## src/logic/gpio_cfg_pkg.sv

```systemverilog
/*
 Constants shared by the indirect GPIO port configuration block:
 register indices, selector codes, reset values and pin counts.
 Assumes nothing of its surroundings; every user names items as gpio_cfg_pkg::name.
*/
package gpio_cfg_pkg;

    // Register indices; the byte address is four times the index
    localparam logic [11:0] IDX_SELECTOR = 12'hFD0;
    localparam logic [11:0] IDX_INPUT = 12'hFD2;
    localparam logic [11:0] IDX_OUTPUT = 12'hFD3;
    localparam logic [11:0] IDX_WINDOW = 12'hFD5;

    // Selector codes
    localparam logic [7:0] SEL_NONE = 8'h00;
    localparam logic [7:0] SEL_DIRECTION = 8'h01;
    localparam logic [7:0] SEL_ALT_ENABLE = 8'h02;
    localparam logic [7:0] SEL_OPEN_DRAIN = 8'h03;
    localparam logic [7:0] SEL_HIGH_DRIVE = 8'h04;
    localparam logic [7:0] SEL_STOP_WAKE = 8'h05;
    localparam logic [7:0] SEL_PULLUP = 8'h06;
    localparam logic [7:0] SEL_ALT_ONE = 8'h07;
    localparam logic [7:0] SEL_ALT_TWO = 8'h08;
    localparam int SUBREG_COUNT = 8;

    // Reset values
    localparam logic [7:0] SELECTOR_RESET = 8'h00;
    localparam logic [7:0] DIRECTION_RESET = 8'hFF;
    localparam logic [7:0] ALT_EN_RESET_ABC = 8'h00;
    localparam logic [7:0] ALT_EN_RESET_D = 8'h01;
    localparam logic [7:0] SUBREG_RESET = 8'h00;
    localparam logic [7:0] OUTPUT_RESET = 8'h00;

    // Pins per port and alternates per pin
    localparam int PORT_WIDTH = 8;
    localparam int ALT_COUNT = 4;

    // Bus transfer state, one-hot
    typedef enum logic [1:0] {
        BUS_IDLE = 2'b01,
        BUS_DATA = 2'b10
    } bus_state_t;

endpackage

```

## src/logic/pin_ctl_if.sv

```systemverilog
/*
 Bundle of per-pin configuration passed from the register side to the pin driver.
 Assumes one driver (modport ctl) and one user (modport pins) in the same clock domain.
*/
`timescale 1ns/1ns
interface pin_ctl_if #(parameter int WIDTH = 8);
    logic [WIDTH-1:0] direction;
    logic [WIDTH-1:0] alt_enable;
    logic [WIDTH-1:0] alt_one;
    logic [WIDTH-1:0] alt_two;
    logic [WIDTH-1:0] out_value;
    logic [WIDTH-1:0] open_drain;

    modport ctl (output direction, alt_enable, alt_one, alt_two, out_value, open_drain);
    modport pins (input direction, alt_enable, alt_one, alt_two, out_value, open_drain);
endinterface

```

## src/logic/gpio_port_indirect_config.sv

```systemverilog
/*
 One GPIO port: AHB-Lite register slave with selector and data window reaching eight
 configuration sub-registers, output and input data registers, and the pin driver.
 Assumes one AHB-Lite master issuing single word transfers; pins synchronous to clk.
 Each port is a separate instance, so ports never share configuration state.
*/
// Design decision made here: the AHB-Lite register port.
`timescale 1ns/1ns
module gpio_port_indirect_config #(
    parameter int WIDTH = gpio_cfg_pkg::PORT_WIDTH,
    parameter logic [7:0] ALT_EN_RESET = gpio_cfg_pkg::ALT_EN_RESET_ABC
) (
    // Clock, reset, enable
    input wire logic clk,
    input wire logic rst,
    input wire logic ce,
    // AHB-Lite slave
    input wire logic hsel,
    input wire logic [31:0] haddr,
    input wire logic [1:0] htrans,
    input wire logic hwrite,
    input wire logic [2:0] hsize,
    input wire logic hready,
    input wire logic [31:0] hwdata,
    output logic [31:0] hrdata,
    output logic hreadyout,
    output logic hresp,
    // Pins
    input wire logic [WIDTH-1:0] pin_in,
    output logic [WIDTH-1:0] pin_out,
    output logic [WIDTH-1:0] pin_oe,
    // Alternate function candidates, four per pin
    input wire logic [gpio_cfg_pkg::ALT_COUNT-1:0][WIDTH-1:0] alt_out,
    input wire logic [gpio_cfg_pkg::ALT_COUNT-1:0][WIDTH-1:0] alt_oe,
    // Pad controls
    output logic [WIDTH-1:0] open_drain,
    output logic [WIDTH-1:0] high_drive,
    output logic [WIDTH-1:0] stop_wake_en,
    output logic [WIDTH-1:0] pullup_en,
    // Sampled pin levels for peripherals
    output logic [WIDTH-1:0] port_input_value
);

    // Refuse widths the 8-bit register layout cannot hold
    if (WIDTH < 1 || WIDTH > 8) begin : g_bad_width
        $error("WIDTH must be 1 to 8");
    end

    gpio_cfg_pkg::bus_state_t st_q;
    logic write_q;
    logic mapped_q;
    logic [11:0] idx_q;
    logic [7:0] sel_q;
    logic [WIDTH-1:0] output_q;
    logic [WIDTH-1:0] sub_q [1:gpio_cfg_pkg::SUBREG_COUNT];
    logic [WIDTH-1:0] win_view;
    logic [31:0] rd_d;
    logic sel_ok;
    logic taken;
    logic data_end;
    logic wr_sel;
    logic wr_win;
    logic wr_out;

    pin_ctl_if #(.WIDTH(WIDTH)) cfg ();

    // A transfer is taken only while idle, so the wait state is never overlapped
    assign taken = ce && st_q == gpio_cfg_pkg::BUS_IDLE && hsel && htrans[1] && hready;
    assign data_end = ce && st_q == gpio_cfg_pkg::BUS_DATA;

    // Codes 01H..08H reach a sub-register; zero and the rest reach none
    assign sel_ok = sel_q >= gpio_cfg_pkg::SEL_DIRECTION && sel_q <= gpio_cfg_pkg::SEL_ALT_TWO;
    assign win_view = sel_ok ? sub_q[sel_q[3:0]] : '0;

    // Write strobes at the end of the data phase, when hwdata stands
    assign wr_sel = data_end && write_q && mapped_q && idx_q == gpio_cfg_pkg::IDX_SELECTOR;
    assign wr_win = data_end && write_q && mapped_q && idx_q == gpio_cfg_pkg::IDX_WINDOW && sel_ok;
    assign wr_out = data_end && write_q && mapped_q && idx_q == gpio_cfg_pkg::IDX_OUTPUT;

    // Bus state: one wait state per transfer keeps hrdata straight from a flop
    always_ff @(posedge clk) begin
        if (rst) begin
            st_q <= gpio_cfg_pkg::BUS_IDLE;
            hreadyout <= 1'b1;
        end else if (taken) begin
            st_q <= gpio_cfg_pkg::BUS_DATA;
            hreadyout <= 1'b0;
        end else if (data_end) begin
            st_q <= gpio_cfg_pkg::BUS_IDLE;
            hreadyout <= 1'b1;
        end
    end

    // Address phase capture; only aligned whole-word transfers are mapped, others read zero
    always_ff @(posedge clk) begin
        if (rst) begin
            write_q <= 1'b0;
            mapped_q <= 1'b0;
            idx_q <= 12'h000;
        end else if (taken) begin
            write_q <= hwrite;
            mapped_q <= haddr[31:14] == 18'h00000 && haddr[1:0] == 2'h0 && hsize == 3'h2;
            idx_q <= haddr[13:2];
        end
    end

    // Responses are always OKAY; unmapped reads give zero and writes are dropped
    always_ff @(posedge clk) begin
        if (rst) begin
            hresp <= 1'b0;
        end else if (ce) begin
            hresp <= 1'b0;
        end
    end

    // Read multiplexer over the four port registers
    always_comb begin
        rd_d = '0;
        if (mapped_q) begin
            unique case (idx_q)
                gpio_cfg_pkg::IDX_SELECTOR: rd_d[7:0] = sel_q;
                gpio_cfg_pkg::IDX_WINDOW: rd_d[WIDTH-1:0] = win_view;
                gpio_cfg_pkg::IDX_INPUT: rd_d[WIDTH-1:0] = port_input_value;
                gpio_cfg_pkg::IDX_OUTPUT: rd_d[WIDTH-1:0] = output_q;
                default: rd_d = '0;
            endcase
        end
    end

    // Read data register, loaded as the data phase ends
    always_ff @(posedge clk) begin
        if (rst) begin
            hrdata <= '0;
        end else if (data_end && !write_q) begin
            hrdata <= rd_d;
        end
    end

    // Selector register
    always_ff @(posedge clk) begin
        if (rst) begin
            sel_q <= gpio_cfg_pkg::SELECTOR_RESET;
        end else if (wr_sel) begin
            sel_q <= hwdata[7:0];
        end
    end

    // Output data register
    always_ff @(posedge clk) begin
        if (rst) begin
            output_q <= gpio_cfg_pkg::OUTPUT_RESET[WIDTH-1:0];
        end else if (wr_out) begin
            output_q <= hwdata[WIDTH-1:0];
        end
    end

    // Sub-registers behind the window; only the selected one takes a write
    for (genvar k = 1; k <= gpio_cfg_pkg::SUBREG_COUNT; k++) begin : g_sub
        localparam logic [WIDTH-1:0] RV =
            (k == gpio_cfg_pkg::SEL_DIRECTION) ? gpio_cfg_pkg::DIRECTION_RESET[WIDTH-1:0] :
            (k == gpio_cfg_pkg::SEL_ALT_ENABLE) ? ALT_EN_RESET[WIDTH-1:0] :
            gpio_cfg_pkg::SUBREG_RESET[WIDTH-1:0];
        always_ff @(posedge clk) begin
            if (rst) begin
                sub_q[k] <= RV;
            end else if (wr_win && sel_q[3:0] == 4'(k)) begin
                sub_q[k] <= hwdata[WIDTH-1:0];
            end
        end
    end

    // Configuration to the pin driver
    assign cfg.direction = sub_q[gpio_cfg_pkg::SEL_DIRECTION];
    assign cfg.alt_enable = sub_q[gpio_cfg_pkg::SEL_ALT_ENABLE];
    assign cfg.alt_one = sub_q[gpio_cfg_pkg::SEL_ALT_ONE];
    assign cfg.alt_two = sub_q[gpio_cfg_pkg::SEL_ALT_TWO];
    assign cfg.out_value = output_q;
    assign cfg.open_drain = sub_q[gpio_cfg_pkg::SEL_OPEN_DRAIN];

    // Pad controls come straight from their sub-register flops
    assign open_drain = sub_q[gpio_cfg_pkg::SEL_OPEN_DRAIN];
    assign high_drive = sub_q[gpio_cfg_pkg::SEL_HIGH_DRIVE];
    assign stop_wake_en = sub_q[gpio_cfg_pkg::SEL_STOP_WAKE];
    assign pullup_en = sub_q[gpio_cfg_pkg::SEL_PULLUP];

    // Pin multiplexing and sampling; alternates with nothing assigned are undefined
    pin_driver #(.WIDTH(WIDTH)) u_pins (
        .clk(clk),
        .rst(rst),
        .ce(ce),
        .cfg(cfg.pins),
        .pin_in(pin_in),
        .pin_out(pin_out),
        .pin_oe(pin_oe),
        .alt_out(alt_out),
        .alt_oe(alt_oe),
        .in_value(port_input_value)
    );
endmodule

```

## src/logic/pin_driver.sv

```systemverilog
/*
 Per-pin output multiplexer, driver enable and input sampling for one port.
 Assumes configuration arrives over pin_ctl_if from registers in the same clock domain.
*/
`timescale 1ns/1ns
module pin_driver #(
    parameter int WIDTH = 8
) (
    // Clock, reset, enable
    input wire logic clk,
    input wire logic rst,
    input wire logic ce,
    // Configuration
    pin_ctl_if.pins cfg,
    // Pins
    input wire logic [WIDTH-1:0] pin_in,
    output logic [WIDTH-1:0] pin_out,
    output logic [WIDTH-1:0] pin_oe,
    // Alternate function candidates
    input wire logic [gpio_cfg_pkg::ALT_COUNT-1:0][WIDTH-1:0] alt_out,
    input wire logic [gpio_cfg_pkg::ALT_COUNT-1:0][WIDTH-1:0] alt_oe,
    // Sampled pin levels
    output logic [WIDTH-1:0] in_value
);

    logic [WIDTH-1:0] alt_pick;
    logic [WIDTH-1:0] alt_pick_oe;

    for (genvar g = 0; g < WIDTH; g++) begin : g_pin
        logic [1:0] choice;
        logic drv;
        logic en;
        // Set two supplies the high bit of the alternate choice
        assign choice = {cfg.alt_two[g], cfg.alt_one[g]};
        assign alt_pick[g] = alt_out[choice][g];
        assign alt_pick_oe[g] = alt_oe[choice][g];
        // Alternate enable overrides the direction bit entirely
        assign drv = cfg.alt_enable[g] ? alt_pick[g] : cfg.out_value[g];
        assign en = cfg.alt_enable[g] ? alt_pick_oe[g] : !cfg.direction[g];
        // Open drain releases the pin for a one, so a high comes only from the pull-up
        always_ff @(posedge clk) begin
            if (rst) begin
                pin_out[g] <= 1'b0;
                pin_oe[g] <= 1'b0;
            end else if (ce) begin
                pin_out[g] <= drv;
                pin_oe[g] <= en & !(cfg.open_drain[g] & drv);
            end
        end
    end

    // Pins are sampled every cycle that ce is high; for input pins this is the input value
    always_ff @(posedge clk) begin
        if (rst) begin
            in_value <= '0;
        end else if (ce) begin
            in_value <= pin_in;
        end
    end
endmodule

```

## config.mk

```make
export PLATFORM = sky130hd
export DESIGN_NAME = gpio_port_indirect_config
export DESIGN_NICKNAME = d
export VERILOG_FILES = /design/src/logic/gpio_cfg_pkg.sv /design/src/logic/pin_ctl_if.sv /design/src/logic/gpio_port_indirect_config.sv /design/src/logic/pin_driver.sv
export SDC_FILE = /design/constraint.sdc
export NUM_CORES = 1
export LEC_CHECK = 0
export ABC_AREA = 1
export BUFFER_PORTS_ARGS = -buffer_cell sky130_fd_sc_hd__buf_2
export CELL_PAD_IN_SITES_DETAIL_PLACEMENT = 0
export CELL_PAD_IN_SITES_GLOBAL_PLACEMENT = 1
export CORE_ASPECT_RATIO = 1.4
export CORE_MARGIN = 10
export CORE_UTILIZATION = 38
export DETAILED_ROUTE_END_ITERATION = 8
export GPL_ROUTABILITY_DRIVEN = 1
export PLACE_DENSITY = 0.95
export SETUP_SLACK_MARGIN = 0.15
export SLEW_MARGIN = 15
export SYNTH_ARGS = -nofsm -noshare
export SYNTH_HDL_FRONTEND = slang
export SYNTH_HIERARCHICAL = 1
export SYNTH_SLANG_ARGS = --single-unit
```

## constraint.sdc

```tcl
create_clock -name clk -period 3.8 [get_ports clk]
set_input_delay 0.57 -clock clk [delete_from_list [all_inputs] [get_ports clk]]
set_output_delay 0.57 -clock clk [all_outputs]
set_load 0.05 [all_outputs]
```

==> impl_results.html <==
<table>
<tr><th>Metric</th><th>Value</th></tr>
<tr><th colspan="2">Logic synthesis</th></tr>
<tr><td>Async set or reset register ratio after synthesis</td><td>0%</td></tr>
<tr><td>Number of warnings printed during yosys synthesis</td><td>6</td></tr>
<tr><td>Post-synth top flop</td><td>dfxtp_1</td></tr>
<tr><td>Adder and majority gate portion of the synthesized area</td><td>0%</td></tr>
<tr><td>Sequential share of the synthesized area</td><td>a little under half</td></tr>
<tr><td>Area fraction in and, or, nand and nor cells after synthesis</td><td>around a third</td></tr>
<tr><td>Complex-gate fraction of the synthesized area</td><td>8.71%</td></tr>
<tr><td>Area of the mapped netlist</td><td>0.00698 mm2</td></tr>
<tr><td>Count of unique library cells instantiated by Yosys</td><td>29</td></tr>
<tr><td>Synth Instances</td><td>approximately 970</td></tr>
<tr><td>Synthesized area per cell</td><td>7.19 um2</td></tr>
<tr><td>Main combinational cell family by area after synthesis</td><td>simple AND/OR/NAND/NOR gates</td></tr>
<tr><td>Proportion of synthesized area in mux cells</td><td>0%</td></tr>
<tr><td>Xor/xnor share of the synthesized area</td><td>0%</td></tr>
<tr><td>Synthesis-stage register bit count</td><td>between 100 and 150</td></tr>
<tr><td>Count of flip-flops with a built-in enable after synthesis</td><td>64</td></tr>
<tr><th colspan="2">Critical path</th></tr>
<tr><td>Beginning of the worst register-to-register path</td><td>st_q[0]</td></tr>
<tr><td>Arrival time at the worst endpoint</td><td>about 2.9 ns</td></tr>
<tr><td>Critical path buffer and inverter count</td><td>1</td></tr>
<tr><td>Endpoint required time on the critical path</td><td>4.06 ns</td></tr>
<tr><td>CP Launch Point</td><td>st_q[0]</td></tr>
<tr><td>Crit end category</td><td>register</td></tr>
<tr><td>Crit path cell chain</td><td>inv_1 -&gt; nand3_1 -&gt; nor3_1 -&gt; nand4_1 -&gt; nor3_2 -&gt; nand3_1 -&gt; nor2_1</td></tr>
<tr><td>Number of cells traversed by the worst register-to-register path</td><td>7</td></tr>
<tr><td>Endpoint of the worst setup timing path</td><td>sub_q[3][0]</td></tr>
<tr><td>Element type at the critical path start</td><td>register</td></tr>
<tr><td>Family of cells with the greatest summed delay on the critical path</td><td>simple AND/OR/NAND/NOR gates</td></tr>
<tr><td>Reg-to-reg slack, setup</td><td>1.12 ns</td></tr>
<tr><td>CP Depth</td><td>7</td></tr>
<tr><td>Maximum cell stage delay along the critical path</td><td>about 0.64 ns</td></tr>
<tr><td>Largest driver fanout on the critical path</td><td>13</td></tr>
<tr><td>Max stage delay cell, worst path</td><td>nor3_2</td></tr>
<tr><td>Critical Setup Path Class</td><td>register to register</td></tr>
<tr><td>Most used cell along the critical path</td><td>nand3_1</td></tr>
<tr><td>Reg2Reg Capture Point</td><td>sub_q[3][0]</td></tr>
<tr><th colspan="2">Timing</th></tr>
<tr><td>Pin slew with the least headroom to its limit</td><td>0.854 ns</td></tr>
<tr><td>Setup TNS</td><td>0 ns</td></tr>
<tr><td>RSZ-0062 raised after global routing</td><td>false</td></tr>
<tr><td>Fmax</td><td>373 MHz</td></tr>
<tr><td>Min Clock Period, post-route</td><td>2.68 ns</td></tr>
<tr><td>Slew Limit Fails</td><td>0</td></tr>
<tr><td>Worst Skew</td><td>0.00892 ns</td></tr>
<tr><td>Count of endpoints failing hold in the final timing report</td><td>0</td></tr>
<tr><td>Headroom to the max-slew limit</td><td>43.0%</td></tr>
<tr><td>Final cycle utilization of the critical path</td><td>70.6%</td></tr>
<tr><td>Final Setup Violations</td><td>0</td></tr>
<tr><th colspan="2">Clocking</th></tr>
<tr><td>Post-CTS Setup Inserts</td><td>0</td></tr>
<tr><td>Clock tree sinks</td><td>~130</td></tr>
<tr><td>TritonCTS Buffers</td><td>17</td></tr>
<tr><td>Hold Buf Count CTS</td><td>0</td></tr>
<tr><td>Cts repair resizes</td><td>0</td></tr>
<tr><td>Largest buffer count on any clock path</td><td>2</td></tr>
<tr><td>Root buffer cell</td><td>clkbuf_16</td></tr>
<tr><td>TritonCTS clock tree</td><td>yes</td></tr>
<tr><td>Clock Latency Late Sink</td><td>0.42 ns</td></tr>
<tr><td>H-tree depth</td><td>4</td></tr>
<tr><td>Clock edge transition at the registers on the reported setup and hold paths</td><td>0.06 ns</td></tr>
<tr><th colspan="2">Global routing</th></tr>
<tr><td>Leftover overflow at the end of global routing</td><td>0</td></tr>
<tr><td>Pin count of the biggest net entering global routing</td><td>33</td></tr>
<tr><td>Via count of the first global-routing pass</td><td>6680</td></tr>
<tr><td>Global-route total usage across every layer</td><td>18.6%</td></tr>
<tr><td>Initial antenna violation count</td><td>3</td></tr>
<tr><td>Wire length of the first global-routing pass</td><td>35400 um</td></tr>
<tr><th colspan="2">Die</th></tr>
<tr><td>Vert. Die Dim</td><td>180 um</td></tr>
<tr><td>Area enclosed by the die boundary</td><td>roughly 0.024 mm2</td></tr>
<tr><td>Initial Utilization</td><td>38.8%</td></tr>
<tr><td>Boundary Pins</td><td>~240</td></tr>
<tr><td>Placeable core region</td><td>0.0180 mm2</td></tr>
<tr><td>X dimension of the die</td><td>135 um</td></tr>
<tr><td>Number of core rows</td><td>58</td></tr>
<tr><th colspan="2">Min path</th></tr>
<tr><td>Class of the worst hold path</td><td>input port to register</td></tr>
<tr><th colspan="2">Place</th></tr>
<tr><td>Count of buffers inserted at the top-level ports</td><td>~190</td></tr>
<tr><td>Post-placement cell count</td><td>between 1000 and 1500</td></tr>
<tr><td>Post-DP HPWL</td><td>~18000 um</td></tr>
<tr><td>Final RePlAce weighted congestion</td><td>0.923</td></tr>
<tr><th colspan="2">Detailed routing</th></tr>
<tr><td>Number of remaining DRC errors</td><td>0</td></tr>
<tr><td>Length of the first detailed-routing pass in iterations</td><td>6</td></tr>
<tr><td>WL/cell</td><td>16.3 um</td></tr>
<tr><td>Post-detailed-routing wire length</td><td>22900 um</td></tr>
<tr><td>Number of vias in the routed layout</td><td>around 6700</td></tr>
<tr><td>Drt via density</td><td>roughly 4.8</td></tr>
<tr><td>Post-detailed-route count of antenna-violating nets</td><td>0</td></tr>
<tr><td>Violation count after the first detailed-routing iteration</td><td>379</td></tr>
<tr><th colspan="2">Power and ir drop</th></tr>
<tr><td>Fraction of power spent switching nets</td><td>25.8%</td></tr>
<tr><td>Int Pwr</td><td>2.77 mW</td></tr>
<tr><td>Portion of total power attributed to sequential cells</td><td>42.1%</td></tr>
<tr><td>Maximum ir drop on the vdd rail</td><td>0.219 mV</td></tr>
<tr><td>Logic pwr share</td><td>10.9%</td></tr>
<tr><td>Power dissipated by switching net loads</td><td>slightly below 1 mW</td></tr>
<tr><td>Part of the total power dissipated in the clock network</td><td>~47%</td></tr>
<tr><td>Total power divided by cell area</td><td>~430 mW/mm2</td></tr>
<tr><td>Leakage power total</td><td>roughly 4 nW</td></tr>
<tr><th colspan="2">Cells and area</th></tr>
<tr><td>Most frequent standard cell in the layout excluding fill and tap cells</td><td>nand2_1</td></tr>
<tr><td>Final Net Count</td><td>1301</td></tr>
<tr><td>Final Instance Count excl. Fillers</td><td>1408</td></tr>
<tr><td>Most frequent cells in the layout</td><td>224 x nand2_1, 186 x buf_2, 145 x nor2_1, 114 x nand3_1, 113 x inv_1</td></tr>
<tr><td>Fraction of final layout cells with drive strength greater than 1</td><td>22.1%</td></tr>
<tr><td>Synth-to-Final Area Change</td><td>24.6%</td></tr>
<tr><th colspan="2">Run status</th></tr>
<tr><td>Run status</td><td>finished, final reports clean</td></tr>
<tr><th colspan="2">Run</th></tr>
<tr><td>Max-Cap Viols</td><td>0</td></tr>
</table>
-- synthesized netlist by cell type (2+ instances only) --
cell type	n	area (um2)
or2_1	2	12.5
inv_1	113	424
o21ai_0	47	235
a21oi_1	59	295
clkbuf_1	21	78.8
buf_2	5	25.0
clkinv_1	17	63.8
buf_4	25	188
nor3_1	2	10.0
nor4_1	5	31.3
nor2_1	145	544
dfxtp_1	68	1360
buf_1	2	7.51
edfxtp_1	64	1920
o21ai_1	2	10.0
nand3_1	114	571
nand4_1	17	106
nand2_1	224	841
or2_2	14	87.6
inv_2	11	41.3
a21oi_2	6	52.6
-- kinds of logic after synthesis --
group                  Yosys count
buffers and inverters          195
other                            1
AOI/OAI and AO/OA              116
DFF                            132
and+or+nand+nor                527
-- metrics by stage --
stage | area [um2] | total power [mW] | hold WS (ns) | setup WS, ns | util, %
after floorplan | 7070 | 1.88 | 0.440 | 1.51 | -
after global placement | 8050 | 2.00 | 0.450 | 0.867 | 44.8
after detailed placement | 8050 | 2.01 | 0.453 | 0.781 | 44.8
after CTS | 8700 | 3.74 | 0.364 | 1.11 | 48.3
after global routing | 8700 | 3.85 | 0.385 | 0.823 | 48.3
final | 8700 | 3.73 | 0.373 | 1.12 | 48.3
-- final cells by class --
| class | instances | area (um2) |
|---|---|---|
| Inverter | 141 | 529 |
| Timing Repair Buffer | 194 | 991 |
| Fill cell | 1880 | 9300 |
| Multi-Input combinational cell | 668 | 2950 |
| Sequential cell | 132 | 3280 |
| Clock inverter | 10 | 114 |
| Antenna cell | 1 | 2.50 |
| Tap cell | 240 | 300 |
| Clock buffer | 22 | 529 |
-- routing by layer --
layer | vias to the layer above | global-route usage, % | routed length [um]
li1 | 3442 | - | -
met1 | 2985 | 19.6 | 8700
met2 | 263 | 33.5 | 11800
met3 | 34 | 5.25 | 1660
met4 | 2 | 7.51 | 729
met5 | - | 0 | 7
-- power groups by stage --
stage	Clock [mW]	Sequential [mW]	Combinational (mW)
final	1.75	1.57	0.408
after detailed placement	0	1.60	0.408
after global placement	0	1.60	0.405
after global routing	1.83	1.57	0.443
after CTS	1.77	1.57	0.409
after floorplan	0	1.68	0.202
-- worst min path at each step --
| stage | slack [ns] | to | cells past startpoint | startpoint |
|---|---|---|---|---|
| final | 0.37 | u_pins/in_value[7] | 3 | pin_in[7] |
| after global routing | 0.38 | u_pins/in_value[0] | 3 | pin_in[0] |
| after CTS | 0.36 | u_pins/in_value[7] | 3 | pin_in[7] |
| after detailed placement | 0.45 | u_pins/pin_oe[3] | 2 | u_pins/pin_oe[3] |
| after global placement | 0.45 | u_pins/pin_oe[3] | 2 | u_pins/pin_oe[3] |
| after floorplan | 0.44 | cfg.out_value[0] | 2 | cfg.out_value[0] |
-- sequential cells by signal (all words and copies together) (netlist names), named ones only --
register	cells
cfg.out_value	8
hrdata	8
idx_q	12
mapped_q	1
sel_q	8
st_q	2
sub_q	64
u_pins/in_value	8
u_pins/pin_oe	8
u_pins/pin_out	8
write_q	1
-- worst register-to-register path: stages (launching register included) --
cell and delay, ns:
dfxtp_1 0.32, inv_1 0.09, nand3_1 0.11, nor3_1 0.38, nand4_1 0.33, nor3_2 0.64, nand3_1 0.45, nor2_1 0.21
Power figures use the tool's default switching activity.
